<file path="src/hw/pmfc_pkg.sv">
// Package for the page-mode flash controller: command codes, timing counts, geometry.
// Assumes a 125 MHz REF_CLK; flash timing figures are given in ns.
package pmfc_pkg;
	localparam int CLK_PERIOD_NS = 8;
	localparam int T_RANDOM_NS   = 60;
	localparam int T_PAGE_NS     = 20;
	localparam int T_WRITE_NS    = 40;
	localparam int RANDOM_CYC    = (T_RANDOM_NS + CLK_PERIOD_NS - 1) / CLK_PERIOD_NS;
	localparam int PAGE_CYC      = (T_PAGE_NS + CLK_PERIOD_NS - 1) / CLK_PERIOD_NS;
	localparam int WRITE_CYC     = (T_WRITE_NS + CLK_PERIOD_NS - 1) / CLK_PERIOD_NS;
	localparam int ADDR_W        = 21;
	localparam int DATA_W        = 32;
	localparam int NARROW_WORDS  = 2097152;
	localparam int WIDE_WORDS    = 1048576;
	localparam int PAGE_NARROW   = 8;
	localparam int PAGE_WIDE     = 4;
	localparam int POLL_BIT      = 7;
	localparam int TOGGLE_BIT    = 6;
	localparam logic [ADDR_W-1:0] UNLOCK_A1 = 21'h000555;
	localparam logic [ADDR_W-1:0] UNLOCK_A2 = 21'h0002aa;
	localparam logic [7:0] UNLOCK_D1     = 8'haa;
	localparam logic [7:0] UNLOCK_D2     = 8'h55;
	localparam logic [7:0] CMD_PROGRAM   = 8'ha0;
	localparam logic [7:0] CMD_ERASE     = 8'h80;
	localparam logic [7:0] CMD_SECTOR_ER = 8'h30;
	localparam logic [7:0] CMD_CHIP_ER   = 8'h10;
	localparam logic [7:0] CMD_BYPASS    = 8'h20;
	localparam logic [7:0] CMD_BYP_EXIT1 = 8'h90;
	localparam logic [7:0] CMD_BYP_EXIT2 = 8'h00;
	localparam logic [7:0] CMD_SUSPEND   = 8'hb0;
	localparam logic [7:0] CMD_RESUME    = 8'h30;
	localparam logic [7:0] CMD_RESET     = 8'hf0;
	typedef enum logic [3:0] {
		OP_READ, OP_PROGRAM, OP_SECTOR_ERASE, OP_CHIP_ERASE, OP_SUSPEND,
		OP_RESUME, OP_BYPASS_ENTER, OP_BYPASS_EXIT, OP_RESET
	} pmfc_op_e;
endpackage

</file>
<file path="src/hw/pmfc_bus_cycle.sv">
// One asynchronous bus cycle on the flash pins: read or write, strobe held a fixed count.
// Assumes the flash answers within the counts of the package; no clock reaches the flash.
`timescale 1ns/1ps
`default_nettype none
module pmfc_bus_cycle
	import pmfc_pkg::*;
(
	// Clock and reset
	input  wire logic                          clk,
	input  wire logic                          reset,
	// Request
	input  wire logic                          start,
	input  wire logic                          write,
	input  wire logic                          fast,
	input  wire logic [pmfc_pkg::ADDR_W-1:0]   addr,
	input  wire logic [pmfc_pkg::DATA_W-1:0]   wdata,
	output logic                               busy,
	output logic                               done,
	output logic [pmfc_pkg::DATA_W-1:0]        rdata,
	// Flash pins
	output logic [pmfc_pkg::ADDR_W-1:0]        f_addr,
	output logic                               f_ce_n,
	output logic                               f_oe_n,
	output logic                               f_we_n,
	output logic [pmfc_pkg::DATA_W-1:0]        f_dq_out,
	output logic                               f_dq_oe,
	input  wire logic [pmfc_pkg::DATA_W-1:0]   f_dq_in
);
	import pmfc_pkg::*;

	typedef enum logic [1:0] {IDLE, STROBE, RECOVER} pmfc_cyc_e;
	pmfc_cyc_e cyc, next_cyc;
	logic [3:0] cnt, next_cnt;
	logic [ADDR_W-1:0] next_f_addr;
	logic [DATA_W-1:0] next_rdata, next_dq_out;
	logic next_ce_n, next_oe_n, next_we_n, next_dq_oe, next_done;

	always_comb
	begin
		next_cyc = cyc;
		next_cnt = cnt;
		next_f_addr = f_addr;
		next_rdata = rdata;
		next_dq_out = f_dq_out;
		next_ce_n = f_ce_n;
		next_oe_n = f_oe_n;
		next_we_n = f_we_n;
		next_dq_oe = f_dq_oe;
		next_done = 1'b0;
		case (cyc)
			IDLE:
				if (start)
				begin
					// Separate strobes keep the data lines from fighting
					next_f_addr = addr;
					next_ce_n = 1'b0;
					next_oe_n = write;
					next_we_n = !write;
					next_dq_oe = write;
					next_dq_out = wdata;
					next_cnt = write ? 4'(WRITE_CYC) : (fast ? 4'(PAGE_CYC) : 4'(RANDOM_CYC));
					next_cyc = STROBE;
				end
			STROBE:
				if (cnt > 4'h1)
					next_cnt = cnt - 4'h1;
				else
				begin
					next_rdata = f_dq_in;
					next_oe_n = 1'b1;
					next_we_n = 1'b1;
					next_cyc = RECOVER;
				end
			RECOVER:
			begin
				// Chip select kept low: page hits need the device left selected
				next_dq_oe = 1'b0;
				next_done = 1'b1;
				next_cyc = IDLE;
			end
			default:
				next_cyc = IDLE;
		endcase
	end

	always_ff @(posedge clk)
	begin
		if (reset)
		begin
			cyc <= IDLE;
			cnt <= 4'h0;
			f_addr <= '0;
			rdata <= '0;
			f_dq_out <= '0;
			f_ce_n <= 1'b1;
			f_oe_n <= 1'b1;
			f_we_n <= 1'b1;
			f_dq_oe <= 1'b0;
			done <= 1'b0;
		end
		else
		begin
			cyc <= next_cyc;
			cnt <= next_cnt;
			f_addr <= next_f_addr;
			rdata <= next_rdata;
			f_dq_out <= next_dq_out;
			f_ce_n <= next_ce_n;
			f_oe_n <= next_oe_n;
			f_we_n <= next_we_n;
			f_dq_oe <= next_dq_oe;
			done <= next_done;
		end
	end

	assign busy = (cyc != IDLE);
endmodule // pmfc_bus_cycle
`default_nettype wire

</file>
<file path="src/hw/pmfc_ctrl.sv">
// Host-side controller for a page-mode NOR flash: reads, command sequences, status polling.
// Assumes a flash wired directly to the pins; user orders arrive on a plain request port.
//
// Summary of operation
// - Host drives width select: low for 16-bit words, high for 32-bit.
// - Busy device shows complement on bit 7, toggling bit 6; host polls.
// - Erase suspend allows reads and programs elsewhere; resume continues erase.
// - Host can place device in standby.
`timescale 1ns/1ps
`default_nettype none
module pmfc_ctrl
	import pmfc_pkg::*;
#(
	parameter int POLL_LIMIT = 65535
)
(
	// Clock and reset
	input  wire logic              REF_CLK,
	input  wire logic              RESET,
	// User request port
	input  wire logic              REQ_VALID,
	input  wire pmfc_pkg::pmfc_op_e REQ_OP,
	input  wire logic [pmfc_pkg::ADDR_W-1:0] REQ_ADDR,
	input  wire logic [pmfc_pkg::DATA_W-1:0] REQ_DATA,
	input  wire logic              WIDE_MODE,
	input  wire logic              STANDBY_REQ,
	output logic                   REQ_READY,
	output logic                   RSP_VALID,
	output logic [pmfc_pkg::DATA_W-1:0] RSP_DATA,
	output logic                   RSP_ERROR,
	output logic                   BYPASS_ACTIVE,
	output logic                   ERASE_SUSPENDED,
	// Flash pins
	output logic [pmfc_pkg::ADDR_W-1:0] FLASH_ADDR,
	output logic                   FLASH_CE_N,
	output logic                   FLASH_OE_N,
	output logic                   FLASH_WE_N,
	output logic                   FLASH_WORD_N,
	output logic [pmfc_pkg::DATA_W-1:0] FLASH_DQ_OUT,
	output logic                   FLASH_DQ_OE,
	input  wire logic [pmfc_pkg::DATA_W-1:0] FLASH_DQ_IN
);
	import pmfc_pkg::*;

	if (POLL_LIMIT < 1 || POLL_LIMIT > 65535)
		$error("POLL_LIMIT out of range");

	typedef enum logic [2:0] {ST_IDLE, ST_SEQ, ST_WAIT, ST_POLL, ST_RECOVER, ST_ANSWER} pmfc_st_e;
	pmfc_st_e st, next_st;
	pmfc_op_e op, next_op;
	logic [ADDR_W-1:0] addr, next_addr;
	logic [DATA_W-1:0] data, next_data, rsp_data, next_rsp_data;
	logic [2:0] step, next_step, nsteps;
	logic bypass, next_bypass, suspended, next_suspended;
	logic rsp_err, next_rsp_err, rsp_valid, next_rsp_valid;
	logic prev_toggle, next_prev_toggle, have_page, next_have_page;
	logic [ADDR_W-1:0] page_tag, next_page_tag;
	logic [15:0] polls, next_polls;
	logic cyc_start, cyc_write, cyc_fast, cyc_busy, cyc_done;
	logic [ADDR_W-1:0] cyc_addr;
	logic [DATA_W-1:0] cyc_wdata, cyc_rdata;
	logic ce_n_raw;

	// Address and data of the current write step in the command sequence
	always_comb
	begin
		cyc_addr = addr;
		cyc_wdata = '0;
		case (op)
			OP_PROGRAM:                     nsteps = bypass ? 3'd2 : 3'd4;
			OP_SECTOR_ERASE, OP_CHIP_ERASE: nsteps = 3'd6;
			OP_BYPASS_ENTER:                nsteps = 3'd3;
			OP_BYPASS_EXIT:                 nsteps = 3'd2;
			default:                        nsteps = 3'd1;
		endcase
		if (op == OP_SUSPEND || op == OP_RESUME || op == OP_RESET)
			cyc_wdata = {24'h0, op == OP_SUSPEND ? CMD_SUSPEND :
				(op == OP_RESUME ? CMD_RESUME : CMD_RESET)};
		else if (op == OP_BYPASS_EXIT)
			cyc_wdata = {24'h0, step == 3'd0 ? CMD_BYP_EXIT1 : CMD_BYP_EXIT2};
		else if (op == OP_PROGRAM && bypass)
		begin
			cyc_wdata = step == 3'd0 ? {24'h0, CMD_PROGRAM} : data;
			cyc_addr = step == 3'd0 ? UNLOCK_A1 : addr;
		end
		else if (op != OP_READ)
		begin
			// Unlock pairs at steps 0,1 and 3,4; command at 2; final write at last step
			cyc_addr = (step == 3'd1 || step == 3'd4) ? UNLOCK_A2 : UNLOCK_A1;
			cyc_wdata = {24'h0, (step == 3'd1 || step == 3'd4) ? UNLOCK_D2 : UNLOCK_D1};
			if (step == 3'd2)
				cyc_wdata = {24'h0, op == OP_PROGRAM ? CMD_PROGRAM :
					(op == OP_BYPASS_ENTER ? CMD_BYPASS : CMD_ERASE)};
			if (op == OP_PROGRAM && step == 3'd3)
			begin
				cyc_addr = addr;
				cyc_wdata = data;
			end
			if (step == 3'd5)
			begin
				cyc_addr = op == OP_CHIP_ERASE ? UNLOCK_A1 : addr;
				cyc_wdata = {24'h0, op == OP_CHIP_ERASE ? CMD_CHIP_ER : CMD_SECTOR_ER};
			end
		end
	end

	// Main sequencer
	always_comb
	begin
		next_st = st;
		next_op = op;
		next_addr = addr;
		next_data = data;
		next_step = step;
		next_bypass = bypass;
		next_suspended = suspended;
		next_rsp_err = rsp_err;
		next_rsp_data = rsp_data;
		next_rsp_valid = 1'b0;
		next_prev_toggle = prev_toggle;
		next_have_page = have_page && !(st == ST_IDLE && STANDBY_REQ);
		next_page_tag = page_tag;
		next_polls = polls;
		cyc_start = 1'b0;
		cyc_write = 1'b0;
		cyc_fast = 1'b0;
		case (st)
			ST_IDLE:
				if (REQ_VALID)
				begin
					next_op = REQ_OP;
					next_addr = REQ_ADDR;
					next_data = REQ_DATA;
					next_step = 3'd0;
					next_rsp_err = 1'b0;
					next_st = ST_SEQ;
				end
			ST_SEQ:
			begin
				cyc_start = 1'b1;
				cyc_write = (op != OP_READ);
				// Page hit only while the device stayed selected on the same page
				cyc_fast = have_page && page_tag == (WIDE_MODE ? {addr[ADDR_W-1:2], 2'b00} :
					{addr[ADDR_W-1:3], 3'b000});
				if (op != OP_READ)
					next_have_page = 1'b0;
				next_st = ST_WAIT;
			end
			ST_WAIT:
				if (cyc_done)
				begin
					if (op == OP_READ)
					begin
						next_rsp_data = cyc_rdata;
						next_have_page = 1'b1;
						next_page_tag = WIDE_MODE ? {addr[ADDR_W-1:2], 2'b00} :
							{addr[ADDR_W-1:3], 3'b000};
						next_st = ST_ANSWER;
					end
					else if (step + 3'd1 < nsteps)
					begin
						next_step = step + 3'd1;
						next_st = ST_SEQ;
					end
					else if (op == OP_PROGRAM || op == OP_SECTOR_ERASE ||
						op == OP_CHIP_ERASE || op == OP_RESUME)
					begin
						next_suspended = 1'b0;
						next_polls = '0;
						if (op != OP_PROGRAM)
							next_data = '1; // Erased cells read all ones
						next_op = OP_READ; // Status reads come from the same address
						next_step = 3'd7;
						next_st = ST_RECOVER;
					end
					else
					begin
						if (op == OP_BYPASS_ENTER)
							next_bypass = 1'b1;
						if (op == OP_BYPASS_EXIT || op == OP_RESET)
							next_bypass = 1'b0;
						if (op == OP_SUSPEND)
							next_suspended = 1'b1;
						next_st = ST_ANSWER;
					end
				end
			ST_RECOVER:
			begin
				// First status read primes the toggle reference
				cyc_start = 1'b1;
				next_st = ST_POLL;
			end
			ST_POLL:
				if (cyc_done)
				begin
					next_prev_toggle = cyc_rdata[TOGGLE_BIT];
					next_polls = polls + 16'h1;
					next_step = 3'd0;
					next_st = ST_RECOVER;
					if (step != 3'd7 && cyc_rdata[TOGGLE_BIT] == prev_toggle)
					begin
						// Toggle stopped: done, or refused sector left untouched
						next_rsp_err = (cyc_rdata[POLL_BIT] != data[POLL_BIT]) &&
							(data != '1);
						next_rsp_data = cyc_rdata;
						next_st = ST_ANSWER;
					end
					else if (polls == 16'(POLL_LIMIT))
					begin
						next_rsp_err = 1'b1;
						next_st = ST_ANSWER;
					end
				end
			ST_ANSWER:
			begin
				next_rsp_valid = 1'b1;
				next_st = ST_IDLE;
			end
			default:
				next_st = ST_IDLE;
		endcase
	end

	always_ff @(posedge REF_CLK)
	begin
		if (RESET)
		begin
			st <= ST_IDLE;
			op <= OP_READ;
			addr <= '0;
			data <= '0;
			step <= 3'd0;
			bypass <= 1'b0;
			suspended <= 1'b0;
			rsp_err <= 1'b0;
			rsp_data <= '0;
			rsp_valid <= 1'b0;
			prev_toggle <= 1'b0;
			have_page <= 1'b0;
			page_tag <= '0;
			polls <= '0;
		end
		else
		begin
			st <= next_st;
			op <= next_op;
			addr <= next_addr;
			data <= next_data;
			step <= next_step;
			bypass <= next_bypass;
			suspended <= next_suspended;
			rsp_err <= next_rsp_err;
			rsp_data <= next_rsp_data;
			rsp_valid <= next_rsp_valid;
			prev_toggle <= next_prev_toggle;
			have_page <= next_have_page;
			page_tag <= next_page_tag;
			polls <= next_polls;
		end
	end

	pmfc_bus_cycle u_cycle (.clk(REF_CLK), .reset(RESET), .start(cyc_start),
		.write(cyc_write), .fast(cyc_fast), .addr(cyc_addr), .wdata(cyc_wdata),
		.busy(cyc_busy), .done(cyc_done), .rdata(cyc_rdata), .f_addr(FLASH_ADDR),
		.f_ce_n(ce_n_raw), .f_oe_n(FLASH_OE_N), .f_we_n(FLASH_WE_N),
		.f_dq_out(FLASH_DQ_OUT), .f_dq_oe(FLASH_DQ_OE), .f_dq_in(FLASH_DQ_IN));

	// Standby only when idle; releasing chip select also loses the open page
	assign FLASH_CE_N = ce_n_raw || (STANDBY_REQ && st == ST_IDLE && !cyc_busy);
	assign FLASH_WORD_N = WIDE_MODE;
	assign REQ_READY = (st == ST_IDLE);
	assign RSP_VALID = rsp_valid;
	assign RSP_DATA = rsp_data;
	assign RSP_ERROR = rsp_err;
	assign BYPASS_ACTIVE = bypass;
	assign ERASE_SUSPENDED = suspended;
endmodule // pmfc_ctrl
`default_nettype wire

</file>
<file path="config.mk">
export PLATFORM = sky130hd
export DESIGN_NAME = pmfc_ctrl
export DESIGN_NICKNAME = d
export VERILOG_FILES = /design/src/hw/pmfc_pkg.sv /design/src/hw/pmfc_bus_cycle.sv /design/src/hw/pmfc_ctrl.sv
export SDC_FILE = /design/constraint.sdc
export NUM_CORES = 1
export LEC_CHECK = 0
export BUFFER_PORTS_ARGS = -buffer_cell sky130_fd_sc_hd__clkbuf_2
export CAP_MARGIN = 15
export CORE_AREA = 4 4 118 205
export DETAILED_ROUTE_END_ITERATION = 6
export DIE_AREA = 0 0 122 209
export PLACE_DENSITY = 0.66
export SYNTH_ARGS = -nofsm -noshare
export SYNTH_HDL_FRONTEND = slang
export SYNTH_HIERARCHICAL = 1
export SYNTH_SLANG_ARGS = --single-unit
</file>
<file path="constraint.sdc">
create_clock -name REF_CLK -period 3 [get_ports REF_CLK]
set_input_delay 0.15 -clock REF_CLK [delete_from_list [all_inputs] [get_ports REF_CLK]]
set_output_delay 0.15 -clock REF_CLK [all_outputs]
set_load 0.05 [all_outputs]
</file>
**Word-level counts from Yosys, hierarchy flattened**

Index checks and enable logic that the tools add are counted.

- Flip-flop bits (word level): 234
- Latch bits: 0
- Memory bits (writable): 0
- Bits in read-only memories: 0
- Input port bits: 94
- Output and inout port bits: 95
- Memories: 0

- $add $sub $neg: 3
- Multipliers: 0
- Div/mod/pow operators: 0
- $lt $le $gt $ge: 2
- Eq/ne operators: 41
- Shift-type cells: 0
- Mux-type cells: 99
- Bitwise gates (word level): 4
- Reductions and logical operators: 53

Operators with widths:

| operator | count |
|---|---|
| $mux 32 | 17 |
| $mux 21 | 8 |
| $pmux 32 s2 | 2 |
| $mux 16 | 5 |
| $mux 8 | 7 |
| $mux 3 | 13 |
| $mux 4 | 9 |
| $ne 32x32->1 const B | 1 |
| $pmux 16 s2 | 1 |
| $reduce_and 6->1 | 4 |
| $mux 1 | 22 |
| $eq 21x21->1 | 1 |
| $ne 2x2->1 const B | 9 |
| $add 16x1->16 const B | 1 |
| $eq 16x16->1 const B | 1 |
| $eq 4x3->1 const B | 4 |
| $pmux 4 s2 | 2 |
| $reduce_bool 2->1 | 8 |
| $pmux 3 s5 | 1 |
| $eq 3x2->1 const B | 4 |
| $eq 3x3->1 const B | 4 |
| $pmux 3 s4 | 1 |
| $reduce_and 2->1 | 6 |
| $reduce_and 3->1 | 4 |
| 34 further kinds | 67 |

**Longest topological paths before layout**

Gate-level depths: netlist of run 1.

- Depth in word-level cells: 10
- Mapped depth: 12
- Mapped depth without buffers: 11

**Modules after synthesis**

Netlist of run 1, hierarchy kept.

By module, submodules not included:

| module | instances | cells each | area each (um^2) | seq. area each (um^2) |
|---|---|---|---|---|
| pmfc_ctrl | 1 | 868 | 6557.5 | 2722.6 |
| pmfc_bus_cycle | 1 | 430 | 3475.8 | 1921.8 |

**Worst setup path after synthesis of run 1**

No wires, ideal clock.

- Kind: reg-to-reg
- Start point: register bypass, in the netlist BYPASS_ACTIVE
- End point: register polls[11]
- Arrival time: 2633 ps
- Required time: 2872 ps
- Path slack: 239 ps
- Stages on the path, launching flop included: 11
- Period minus slack after synthesis: 2761 ps
- Cell sequence: dfxtp_1 > clkbuf_1 > nand2_1 > o21a_1 > ha_1 > o21ai_0 > a211oi_2 > o21ai_2 > a2111oi_0 > xnor2_1 > nor2_1

- Longest elaborated chain between the ends: 5

Ends and longest elaborated chain:

| element | RTL line | source |
|---|---|---|
| from (decl) | pmfc_ctrl.sv:54 | `logic bypass, next_bypass, suspended, next_suspended;` |
| from (signal assigned) | pmfc_ctrl.sv:250 | `bypass <= next_bypass;` |
| $mux 3 | pmfc_ctrl.sv:70 | `OP_PROGRAM: nsteps = bypass ? 3'd2 : 3'd4;` |
| $pmux 3 s4 | pmfc_ctrl.sv:69 | `case (op)` |
| $lt 3x3->1 | pmfc_ctrl.sv:160 | `else if (step + 3'd1 < nsteps)` |
| $ne 2x2->1 (no source line) | -- |  |
| $reduce_and 6->1 (no source line) | -- |  |
| to (signal assigned) | pmfc_ctrl.sv:258 | `polls <= next_polls;` |
| to (decl) | pmfc_ctrl.sv:58 | `logic [15:0] polls, next_polls;` |

No other way between the ends.
A chain may end at the register's enable or synchronous reset.

**Worst setup path after layout of run 1**

- Start point: register step[0]
- End point: register polls[5]

- Longest elaborated chain between the ends: 4

Ends and longest elaborated chain:

| element | RTL line | source |
|---|---|---|
| from (decl) | pmfc_ctrl.sv:53 | `logic [2:0] step, next_step, nsteps;` |
| from (signal assigned) | pmfc_ctrl.sv:249 | `step <= next_step;` |
| $add 3x1->3 | pmfc_ctrl.sv:160 |  |
| $lt 3x3->1 | pmfc_ctrl.sv:160 |  |
| $ne 2x2->1 (no source line) | -- |  |
| $reduce_and 6->1 (no source line) | -- |  |

No other way between the ends.

==> impl_metrics.xml, run 1 <==
<?xml version="1.0" encoding="UTF-8"?>
<metrics>
  <group name="status">
    <metric name="outcome" unit="">completed</metric>
  </group>
  <group name="synth">
    <metric name="synth.ff_latch_count" unit="">232</metric>
    <metric name="ys_seq_area_share" unit="%">46.3</metric>
    <metric name="post_synth_num_cell_types" unit="">70</metric>
    <metric name="yosysTopAreaCellShare" unit="%">46.3</metric>
    <metric name="netlist_top_cells_area" unit="">sky130_fd_sc_hd__dfxtp_1 46%, sky130_fd_sc_hd__nand2_1 13%, sky130_fd_sc_hd__a21oi_1 9.1%, sky130_fd_sc_hd__nor2_1 4.2%, sky130_fd_sc_hd__and2_1 2.6%</metric>
    <metric name="synth_simple_gate_area_share" unit="%">27.1</metric>
    <metric name="asyncSetResetFlopFracSynth" unit="%">0</metric>
    <metric name="postSynthNetCount" unit="">1403</metric>
    <metric name="synthCells" unit="">1298</metric>
    <metric name="post_synth_fa_ha_maj_area_fraction" unit="%">1.48</metric>
    <metric name="synth-compound-area-share" unit="%">16.6</metric>
    <metric name="synth.largest_area_cell" unit="">sky130_fd_sc_hd__dfxtp_1</metric>
    <metric name="xor_and_xnor_area_share_after_synthesis" unit="%">3.32</metric>
    <metric name="post_synth_mux_area_share" unit="%">0.299</metric>
    <metric name="mappedNetlistArea" unit="sq um">10000</metric>
    <metric name="synth_top_family_by_area" unit="">simple AND/OR/NAND/NOR gates</metric>
    <metric name="synth-edff-count" unit="">0</metric>
    <metric name="synth_warn" unit="">6</metric>
    <metric name="synthesis.area_per_instance" unit="sq um">7.73</metric>
    <metric name="postSynth.topFlopCell" unit="">sky130_fd_sc_hd__dfxtp_1</metric>
  </group>
  <group name="timing">
    <metric name="max_freq" unit="GHz">0.364</metric>
    <metric name="slew-limit-headroom" unit="%">48.2</metric>
    <metric name="hold_viol_final" unit="">0</metric>
    <metric name="clock-skew-final" unit="ns">0.00778</metric>
    <metric name="worst_slew_pin_slew" unit="ns">0.778</metric>
    <metric name="min_period_over_period" unit="%">91.6</metric>
    <metric name="fin_ws" unit="ns">0.251</metric>
    <metric name="finalMaxSlewViolations" unit="">0</metric>
    <metric name="whs" unit="ns">0.00584</metric>
    <metric name="finalCriticalPeriod" unit="ns">2.75</metric>
    <metric name="grt_setup_unrepaired" unit="">false</metric>
    <metric name="finalSetupViolCount" unit="">0</metric>
    <metric name="tns" unit="ns">0</metric>
  </group>
  <group name="cts">
    <metric name="clkSinkCount" unit="">232</metric>
    <metric name="root_buffer" unit="">sky130_fd_sc_hd__clkbuf_16</metric>
    <metric name="insertion_delay" unit="ns">0.51</metric>
    <metric name="cts.clk_slew.worst_paths" unit="ns">0.07</metric>
    <metric name="tritoncts" unit="">built</metric>
    <metric name="number_of_h_tree_levels" unit="">1</metric>
    <metric name="cts_max_path_buffers" unit="">3</metric>
    <metric name="number_of_buffers_added_by_the_clock_tree_synthesis_step" unit="">22</metric>
    <metric name="post-cts-setup-buffer-count" unit="">0</metric>
  </group>
  <group name="die">
    <metric name="placeableCoreArea" unit="sq um">22600</metric>
    <metric name="die-height" unit="microns">209</metric>
    <metric name="i_o_pins" unit="">189</metric>
    <metric name="rows" unit="">73</metric>
    <metric name="floorplan.die.width" unit="microns">122</metric>
    <metric name="fp.dieArea" unit="sq um">25500</metric>
    <metric name="initial_utilization" unit="%">44.5</metric>
  </group>
  <group name="layout">
    <metric name="diodes" unit="">0</metric>
    <metric name="multiInputGateArea" unit="sq um">4910</metric>
    <metric name="area_delta_synth_final" unit="%">27.4</metric>
    <metric name="commonest_non_fill_non_tap_cell_in_the_layout" unit="">sky130_fd_sc_hd__nand2_1</metric>
    <metric name="layout.filler_cells" unit="">2105</metric>
    <metric name="drive_gt1_share" unit="%">17.6</metric>
    <metric name="layout.area.seq" unit="sq um">4640</metric>
    <metric name="fin_nets" unit="">1643</metric>
    <metric name="most-common-layout-cells" unit="">348 x sky130_fd_sc_hd__nand2_1, 232 x sky130_fd_sc_hd__dfxtp_1, 187 x sky130_fd_sc_hd__clkbuf_2, 183 x sky130_fd_sc_hd__a21oi_1, 111 x sky130_fd_sc_hd__nor2_1</metric>
  </group>
  <group name="worst_setup_path">
    <metric name="timing.critical_path.cells" unit="">ha_1 -&gt; ha_1 -&gt; inv_1 -&gt; ha_1 -&gt; o21ai_0 -&gt; a211oi_2 -&gt; o21ai_2 -&gt; a2111oi_1 -&gt; xnor2_1 -&gt; nor2_1</metric>
    <metric name="rr_startpoint" unit="">step[0]</metric>
    <metric name="worstPathArrival" unit="ns">3.16</metric>
    <metric name="setup.worst_path.start" unit="">step[0]</metric>
    <metric name="critical-path-slowest-cell" unit="">sky130_fd_sc_hd__a2111oi_1</metric>
    <metric name="dominant_cell_type_by_count_on_the_critical_path" unit="">sky130_fd_sc_hd__ha_1</metric>
    <metric name="critical_path_peak_fanout" unit="">7</metric>
    <metric name="cp-start-kind" unit="">flop</metric>
    <metric name="worst-setup-path-type" unit="">reg -&gt; reg</metric>
    <metric name="timing.critical_path.slowest_cell_delay" unit="ns">0.55</metric>
    <metric name="worst_path_required" unit="ns">3.41</metric>
    <metric name="endpoint_kind" unit="">flop</metric>
  </group>
  <group name="placed_design">
    <metric name="preCtsSetupSlack" unit="ns">0.169</metric>
    <metric name="buffer_ports.inserted" unit="">188</metric>
    <metric name="place.gp.congestion" unit="">0.862</metric>
    <metric name="dp.final_hpwl" unit="microns">19400</metric>
  </group>
  <group name="pwr">
    <metric name="vdd_drop_max" unit="mV">0.431</metric>
    <metric name="power.density" unit="nW/um^2">597</metric>
    <metric name="power.total" unit="mW">7.62</metric>
    <metric name="power.static_leakage" unit="nW">4.98</metric>
  </group>
  <group name="global_routing">
    <metric name="grt_util_all_layers" unit="%">22.0</metric>
    <metric name="first_global_vias" unit="">9237</metric>
    <metric name="antenna_found_initial" unit="">0</metric>
    <metric name="globalRoute.totalOverflow" unit="">0</metric>
    <metric name="grt_start_max_net_pins" unit="">99</metric>
    <metric name="grt_pass1_wl" unit="microns">46100</metric>
  </group>
  <group name="drt">
    <metric name="final_antenna_net_count" unit="">0</metric>
    <metric name="drtPass1Iterations" unit="">5</metric>
    <metric name="detail_route.wirelength" unit="microns">28600</metric>
    <metric name="num_vias" unit="">9555</metric>
    <metric name="wl_per_cell" unit="microns">15.4</metric>
    <metric name="drc_violation_count_after_routing" unit="">0</metric>
    <metric name="routed_via_density" unit="">5.15</metric>
    <metric name="dr.first_iter.drc_count" unit="">607</metric>
  </group>
  <group name="hold_path">
    <metric name="holdCritPathClass" unit="">in -&gt; reg</metric>
    <metric name="hold_start" unit="">REQ_OP[0]</metric>
  </group>
  <group name="run">
    <metric name="max_cap_viol_count" unit="">0</metric>
  </group>
</metrics>
==> kinds of logic (layout without fill, tap and decap cells) <==
family	count (synthesis)	count (layout)
xor+xnor	38	38
simple gates	618	618
buf+inv	110	366
fa+ha+maj	12	12
compound gates	285	285
flops	232	232
mux	3	3
==> timing repair <==
| item | in CTS | in global routing |
|---|---|---|
| hold buffers | 89 | 0 |
| gates resized for setup | 0 | 1 |
| endpoints found under the setup margin | 0 | 1 |
| endpoints found under the hold margin | 89 | 0 |
==> area by class of cell <==
type | count | share of cell area, %
clock inverter | 9 | 0.705
timing repair buffer | 307 | 16.2
multi-input combinational | 956 | 38.4
clock buffer | 31 | 4.81
tap | 300 | 2.94
inverter | 19 | 0.558
sequential | 232 | 36.3
==> stage by stage <==
step,util (%),instances,cell area (sq um)
3_5_place_dp,49.6,1725,11200
6_report,56.7,1854,12800
5_1_grt,56.7,1854,12800
4_1_cts,56.7,1854,12800
3_3_place_gp,49.6,1725,11200
2_1_floorplan,-,1298,10000
==> sequential cells by signal, summed over array words and instances, names as in the netlist, 2 cells and up <==
name	flops
op	4
u_cycle/f_addr	21
polls	16
u_cycle/rdata	32
u_cycle/cyc	2
RSP_DATA	32
u_cycle/cnt	4
step	3
u_cycle/f_dq_out	32
data	32
st	3
addr	21
page_tag	19
==> power by group <==
group | leakage (nW) | internal [mW] | switching [mW] | total, mW
clock | 0.347 | 1.53 | 1.22 | 2.75
combinational | 2.75 | 0.520 | 0.945 | 1.46
sequential | 1.88 | 3.26 | 0.151 | 3.41
==> cell usage after synthesis, drive strengths merged, types with 11 or more instances <==
cell and number:
xnor2 20, nand2 350, nand4 15, dfxtp 232
xor2 18, nor3 41, buf 31, ha 11
o21a 15, nor2 111, o21ai 29, inv 19
clkbuf 60, nand3 13, and2 42, a21oi 183
==> critical path: cells and delay by family (launching register included) <==
| family | cells | cell delay [ns] |
|---|---|---|
| buffers and inverters | 1 | 0.06 |
| AND/OR/NAND/NOR | 1 | 0.05 |
| AO/OA/AOI/OAI | 4 | 1.15 |
| XOR/XNOR | 1 | 0.19 |
| adder cells (fa/ha/maj) | 3 | 0.81 |
| flip-flops | 1 | 0.38 |
==> routing by layer <==
metal / vias to the layer above / wire length [microns] / global-route usage, %
li1: 4826 / - / -
met1: 4413 / 11000 / 24.3
met2: 246 / 15100 / 40.8
met3: 70 / 1300 / 2.92
met4: 0 / 1170 / 9.79
met5: - / 0 / 0
==> path summary, 6_finish.rpt <==
kind / end / slack [ns] / cells past startpoint
max reg2reg: polls[5] / 0.25 / 10
min: op[0] / 0.006 / 3
min reg2reg: RSP_DATA[30] / 0.45 / 2
max: polls[5] / 0.25 / 10
No activity file was read; power rests on OpenSTA's default activity.
==> run 2: changes to the inputs <==
==> constraint.sdc (replaced) <==
create_clock -name REF_CLK -period 3.2 [get_ports REF_CLK]
set_input_delay 0.16 -clock REF_CLK [delete_from_list [all_inputs] [get_ports REF_CLK]]
set_output_delay 0.16 -clock REF_CLK [all_outputs]
set_load 0.05 [all_outputs]
==> run 2 against run 1 <==
Effect of this change:
- sequential cell count did not move
- maximum frequency fell by 1.5%
- critical path depth did not move
- combinational power fell by 6%
- die area did not move
- worst setup slack improved by 0.16 ns
- highest routed layer unchanged
- cell area rose by 0.65%
- hold slack improved by 0.086 ns
- via count rose by 0.54%
- cell count fell by 0.11%
- count of clock-buffer cells in the layout fell by 1
==> impl_metrics.xml, run 2 (synthesis gave the netlist of run 1 again) <==
<?xml version="1.0" encoding="UTF-8"?>
<metrics>
  <group name="placed_design">
    <metric name="buffer_ports.inserted" unit="">188</metric>
    <metric name="dp.final_hpwl" unit="microns">19200</metric>
    <metric name="place_area" unit="sq um">11100</metric>
    <metric name="numPlacedInstances" unit="">1720</metric>
    <metric name="place.gp.congestion" unit="">0.859</metric>
    <metric name="preCtsSetupSlack" unit="ns">0.444</metric>
  </group>
  <group name="timing">
    <metric name="grt_setup_unrepaired" unit="">false</metric>
    <metric name="tns" unit="ns">0</metric>
    <metric name="min_period_over_period" unit="%">87.2</metric>
    <metric name="finalCriticalPeriod" unit="ns">2.79</metric>
    <metric name="worst_slew_pin_slew" unit="ns">0.861</metric>
    <metric name="max_freq" unit="GHz">0.358</metric>
    <metric name="hold_viol_final" unit="">0</metric>
    <metric name="slew-limit-headroom" unit="%">42.2</metric>
    <metric name="clock-skew-final" unit="ns">0.0108</metric>
    <metric name="finalMaxSlewViolations" unit="">0</metric>
    <metric name="whs" unit="ns">0.0914</metric>
    <metric name="fin_ws" unit="ns">0.410</metric>
    <metric name="finalSetupViolCount" unit="">0</metric>
  </group>
  <group name="worst_setup_path">
    <metric name="critical-path-slowest-cell" unit="">sky130_fd_sc_hd__a2111oi_0</metric>
    <metric name="cell_class_contributing_the_biggest_share_of_worst_path_delay" unit="">compound AO/OA/AOI/OAI gates</metric>
    <metric name="dominant_cell_type_by_count_on_the_critical_path" unit="">sky130_fd_sc_hd__ha_1</metric>
    <metric name="cp_num_buf_inv" unit="">1</metric>
    <metric name="critical_path_peak_fanout" unit="">7</metric>
    <metric name="worstPathArrival" unit="ns">3.20</metric>
    <metric name="endpoint_kind" unit="">flop</metric>
    <metric name="cp-start-kind" unit="">flop</metric>
    <metric name="worst_path_required" unit="ns">3.61</metric>
    <metric name="timing.critical_path.slowest_cell_delay" unit="ns">0.59</metric>
    <metric name="worst-setup-path-type" unit="">reg -&gt; reg</metric>
    <metric name="timing.critical_path.cells" unit="">ha_1 -&gt; ha_1 -&gt; inv_1 -&gt; ha_1 -&gt; o21ai_0 -&gt; a211oi_2 -&gt; o21ai_2 -&gt; a2111oi_0 -&gt; xnor2_1 -&gt; nor2_1</metric>
  </group>
  <group name="pwr">
    <metric name="swShare" unit="%">29.3</metric>
    <metric name="power.density" unit="nW/um^2">582</metric>
    <metric name="vdd_drop_max" unit="mV">0.428</metric>
    <metric name="seqPwrFrac" unit="%">42.7</metric>
    <metric name="clock_share_of_power" unit="%">38.9</metric>
    <metric name="power.static_leakage" unit="nW">5.01</metric>
    <metric name="power_switching" unit="mW">2.19</metric>
    <metric name="power.total" unit="mW">7.48</metric>
    <metric name="p_int" unit="mW">5.29</metric>
    <metric name="combPwrFrac" unit="%">18.3</metric>
  </group>
  <group name="die">
    <metric name="rows" unit="">73</metric>
    <metric name="placeableCoreArea" unit="sq um">22600</metric>
    <metric name="floorplan.die.width" unit="microns">122</metric>
    <metric name="i_o_pins" unit="">189</metric>
    <metric name="die-height" unit="microns">209</metric>
    <metric name="fp.dieArea" unit="sq um">25500</metric>
    <metric name="initial_utilization" unit="%">44.5</metric>
  </group>
  <group name="layout">
    <metric name="fin_nets" unit="">1640</metric>
    <metric name="final_cell_count_no_fill" unit="">1852</metric>
    <metric name="commonest_non_fill_non_tap_cell_in_the_layout" unit="">sky130_fd_sc_hd__nand2_1</metric>
    <metric name="most-common-layout-cells" unit="">348 x sky130_fd_sc_hd__nand2_1, 232 x sky130_fd_sc_hd__dfxtp_1, 187 x sky130_fd_sc_hd__clkbuf_2, 183 x sky130_fd_sc_hd__a21oi_1, 111 x sky130_fd_sc_hd__nor2_1</metric>
    <metric name="final_area" unit="sq um">12900</metric>
    <metric name="final_core_utilization" unit="%">57.0</metric>
    <metric name="layout.filler_cells" unit="">2086</metric>
    <metric name="area_delta_synth_final" unit="%">28.2</metric>
    <metric name="diodes" unit="">0</metric>
    <metric name="drive_gt1_share" unit="%">17.7</metric>
    <metric name="multiInputGateArea" unit="sq um">4910</metric>
    <metric name="layout.area.seq" unit="sq um">4640</metric>
  </group>
  <group name="drt">
    <metric name="route.layer.met1.wl" unit="microns">10800</metric>
    <metric name="met3RoutedLength" unit="microns">1380</metric>
    <metric name="wl_per_cell" unit="microns">15.4</metric>
    <metric name="routed-wl-met2" unit="microns">15000</metric>
    <metric name="maxUsedRoutingLayer" unit="">met4</metric>
    <metric name="routed_via_density" unit="">5.19</metric>
    <metric name="dr.first_iter.drc_count" unit="">541</metric>
    <metric name="num_vias" unit="">9607</metric>
    <metric name="drc_violation_count_after_routing" unit="">0</metric>
    <metric name="drtPass1Iterations" unit="">5</metric>
    <metric name="final_antenna_net_count" unit="">0</metric>
    <metric name="detail_route.wirelength" unit="microns">28400</metric>
  </group>
  <group name="cts">
    <metric name="insertion_delay" unit="ns">0.52</metric>
    <metric name="tritoncts" unit="">built</metric>
    <metric name="clkSinkCount" unit="">232</metric>
    <metric name="cts_resized" unit="">0</metric>
    <metric name="post-cts-setup-buffer-count" unit="">0</metric>
    <metric name="cts.clk_slew.worst_paths" unit="ns">0.07</metric>
    <metric name="number_of_h_tree_levels" unit="">1</metric>
    <metric name="cts_hold_buffers" unit="">90</metric>
    <metric name="root_buffer" unit="">sky130_fd_sc_hd__clkbuf_16</metric>
    <metric name="cts_max_path_buffers" unit="">3</metric>
    <metric name="number_of_buffers_added_by_the_clock_tree_synthesis_step" unit="">23</metric>
  </group>
  <group name="hold_path">
    <metric name="holdCritPathClass" unit="">in -&gt; reg</metric>
  </group>
  <group name="global_routing">
    <metric name="antenna_found_initial" unit="">0</metric>
    <metric name="grt_pass1_wl" unit="microns">45300</metric>
    <metric name="grt_start_max_net_pins" unit="">95</metric>
    <metric name="globalRoute.totalOverflow" unit="">0</metric>
    <metric name="grt_util_all_layers" unit="%">21.6</metric>
    <metric name="first_global_vias" unit="">9320</metric>
  </group>
  <group name="run">
    <metric name="max_cap_viol_count" unit="">0</metric>
  </group>
  <group name="status">
    <metric name="outcome" unit="">completed</metric>
  </group>
</metrics>
run 2: cell types whose count changed in the layout (fill, tap and decap cells not counted):
cell	delta
sky130_fd_sc_hd__inv_6	+2
sky130_fd_sc_hd__dlygate4sd3_1	+1
sky130_fd_sc_hd__clkbuf_16	+1
sky130_fd_sc_hd__a2111oi_0	+1
sky130_fd_sc_hd__clkbuf_8	+1
sky130_fd_sc_hd__a2111oi_1	-1
sky130_fd_sc_hd__bufinv_16	+3
sky130_fd_sc_hd__clkinv_8	-1
sky130_fd_sc_hd__buf_4	-5
sky130_fd_sc_hd__clkbuf_1	-3
sky130_fd_sc_hd__clkinvlp_4	-1
run 2: tightest hold or removal path, delay by kind of cell:
family | cells | cell delay, ns
AOI/OAI and AO/OA | 2 | 0.19
buffers and inverters | 1 | 0.08
and+or+nand+nor | 1 | 0.12
run 2: path summary, 6_finish.rpt:
| kind | start | depth (start not counted) | end | slack (ns) |
|---|---|---|---|---|
| min | STANDBY_REQ | 4 | have_page | 0.09 |
| max reg2reg | step[0] | 10 | polls[7] | 0.41 |
| max | step[0] | 10 | polls[7] | 0.41 |
| min reg2reg | u_cycle/f_ce_n | 1 | u_cycle/f_ce_n | 0.45 |
run 2: final cells by class:
| class | instances | area share (%) |
|---|---|---|
| sequential | 232 | 36.1 |
| tap | 300 | 2.92 |
| inverter | 19 | 0.554 |
| multi-input combinational | 956 | 38.2 |
| clock inverter | 12 | 1.35 |
| timing repair buffer | 303 | 15.9 |
| clock buffer | 30 | 4.99 |
run 2: power by group through the flow:
stage	sequential, mW	combinational, mW	clock, mW
after CTS	3.20	1.38	2.98
after floorplan	3.31	0.851	0
after global placement	3.26	1.27	0
after detailed placement	3.26	1.28	0
after global routing	3.22	1.51	3.07
final	3.20	1.37	2.91
run 2: layer usage:
metal	up-vias	GRT usage, %
met2	251	40.5
li1	4828	-
met1	4456	23.7
met4	0	9.79
met3	72	2.87
met5	-	0
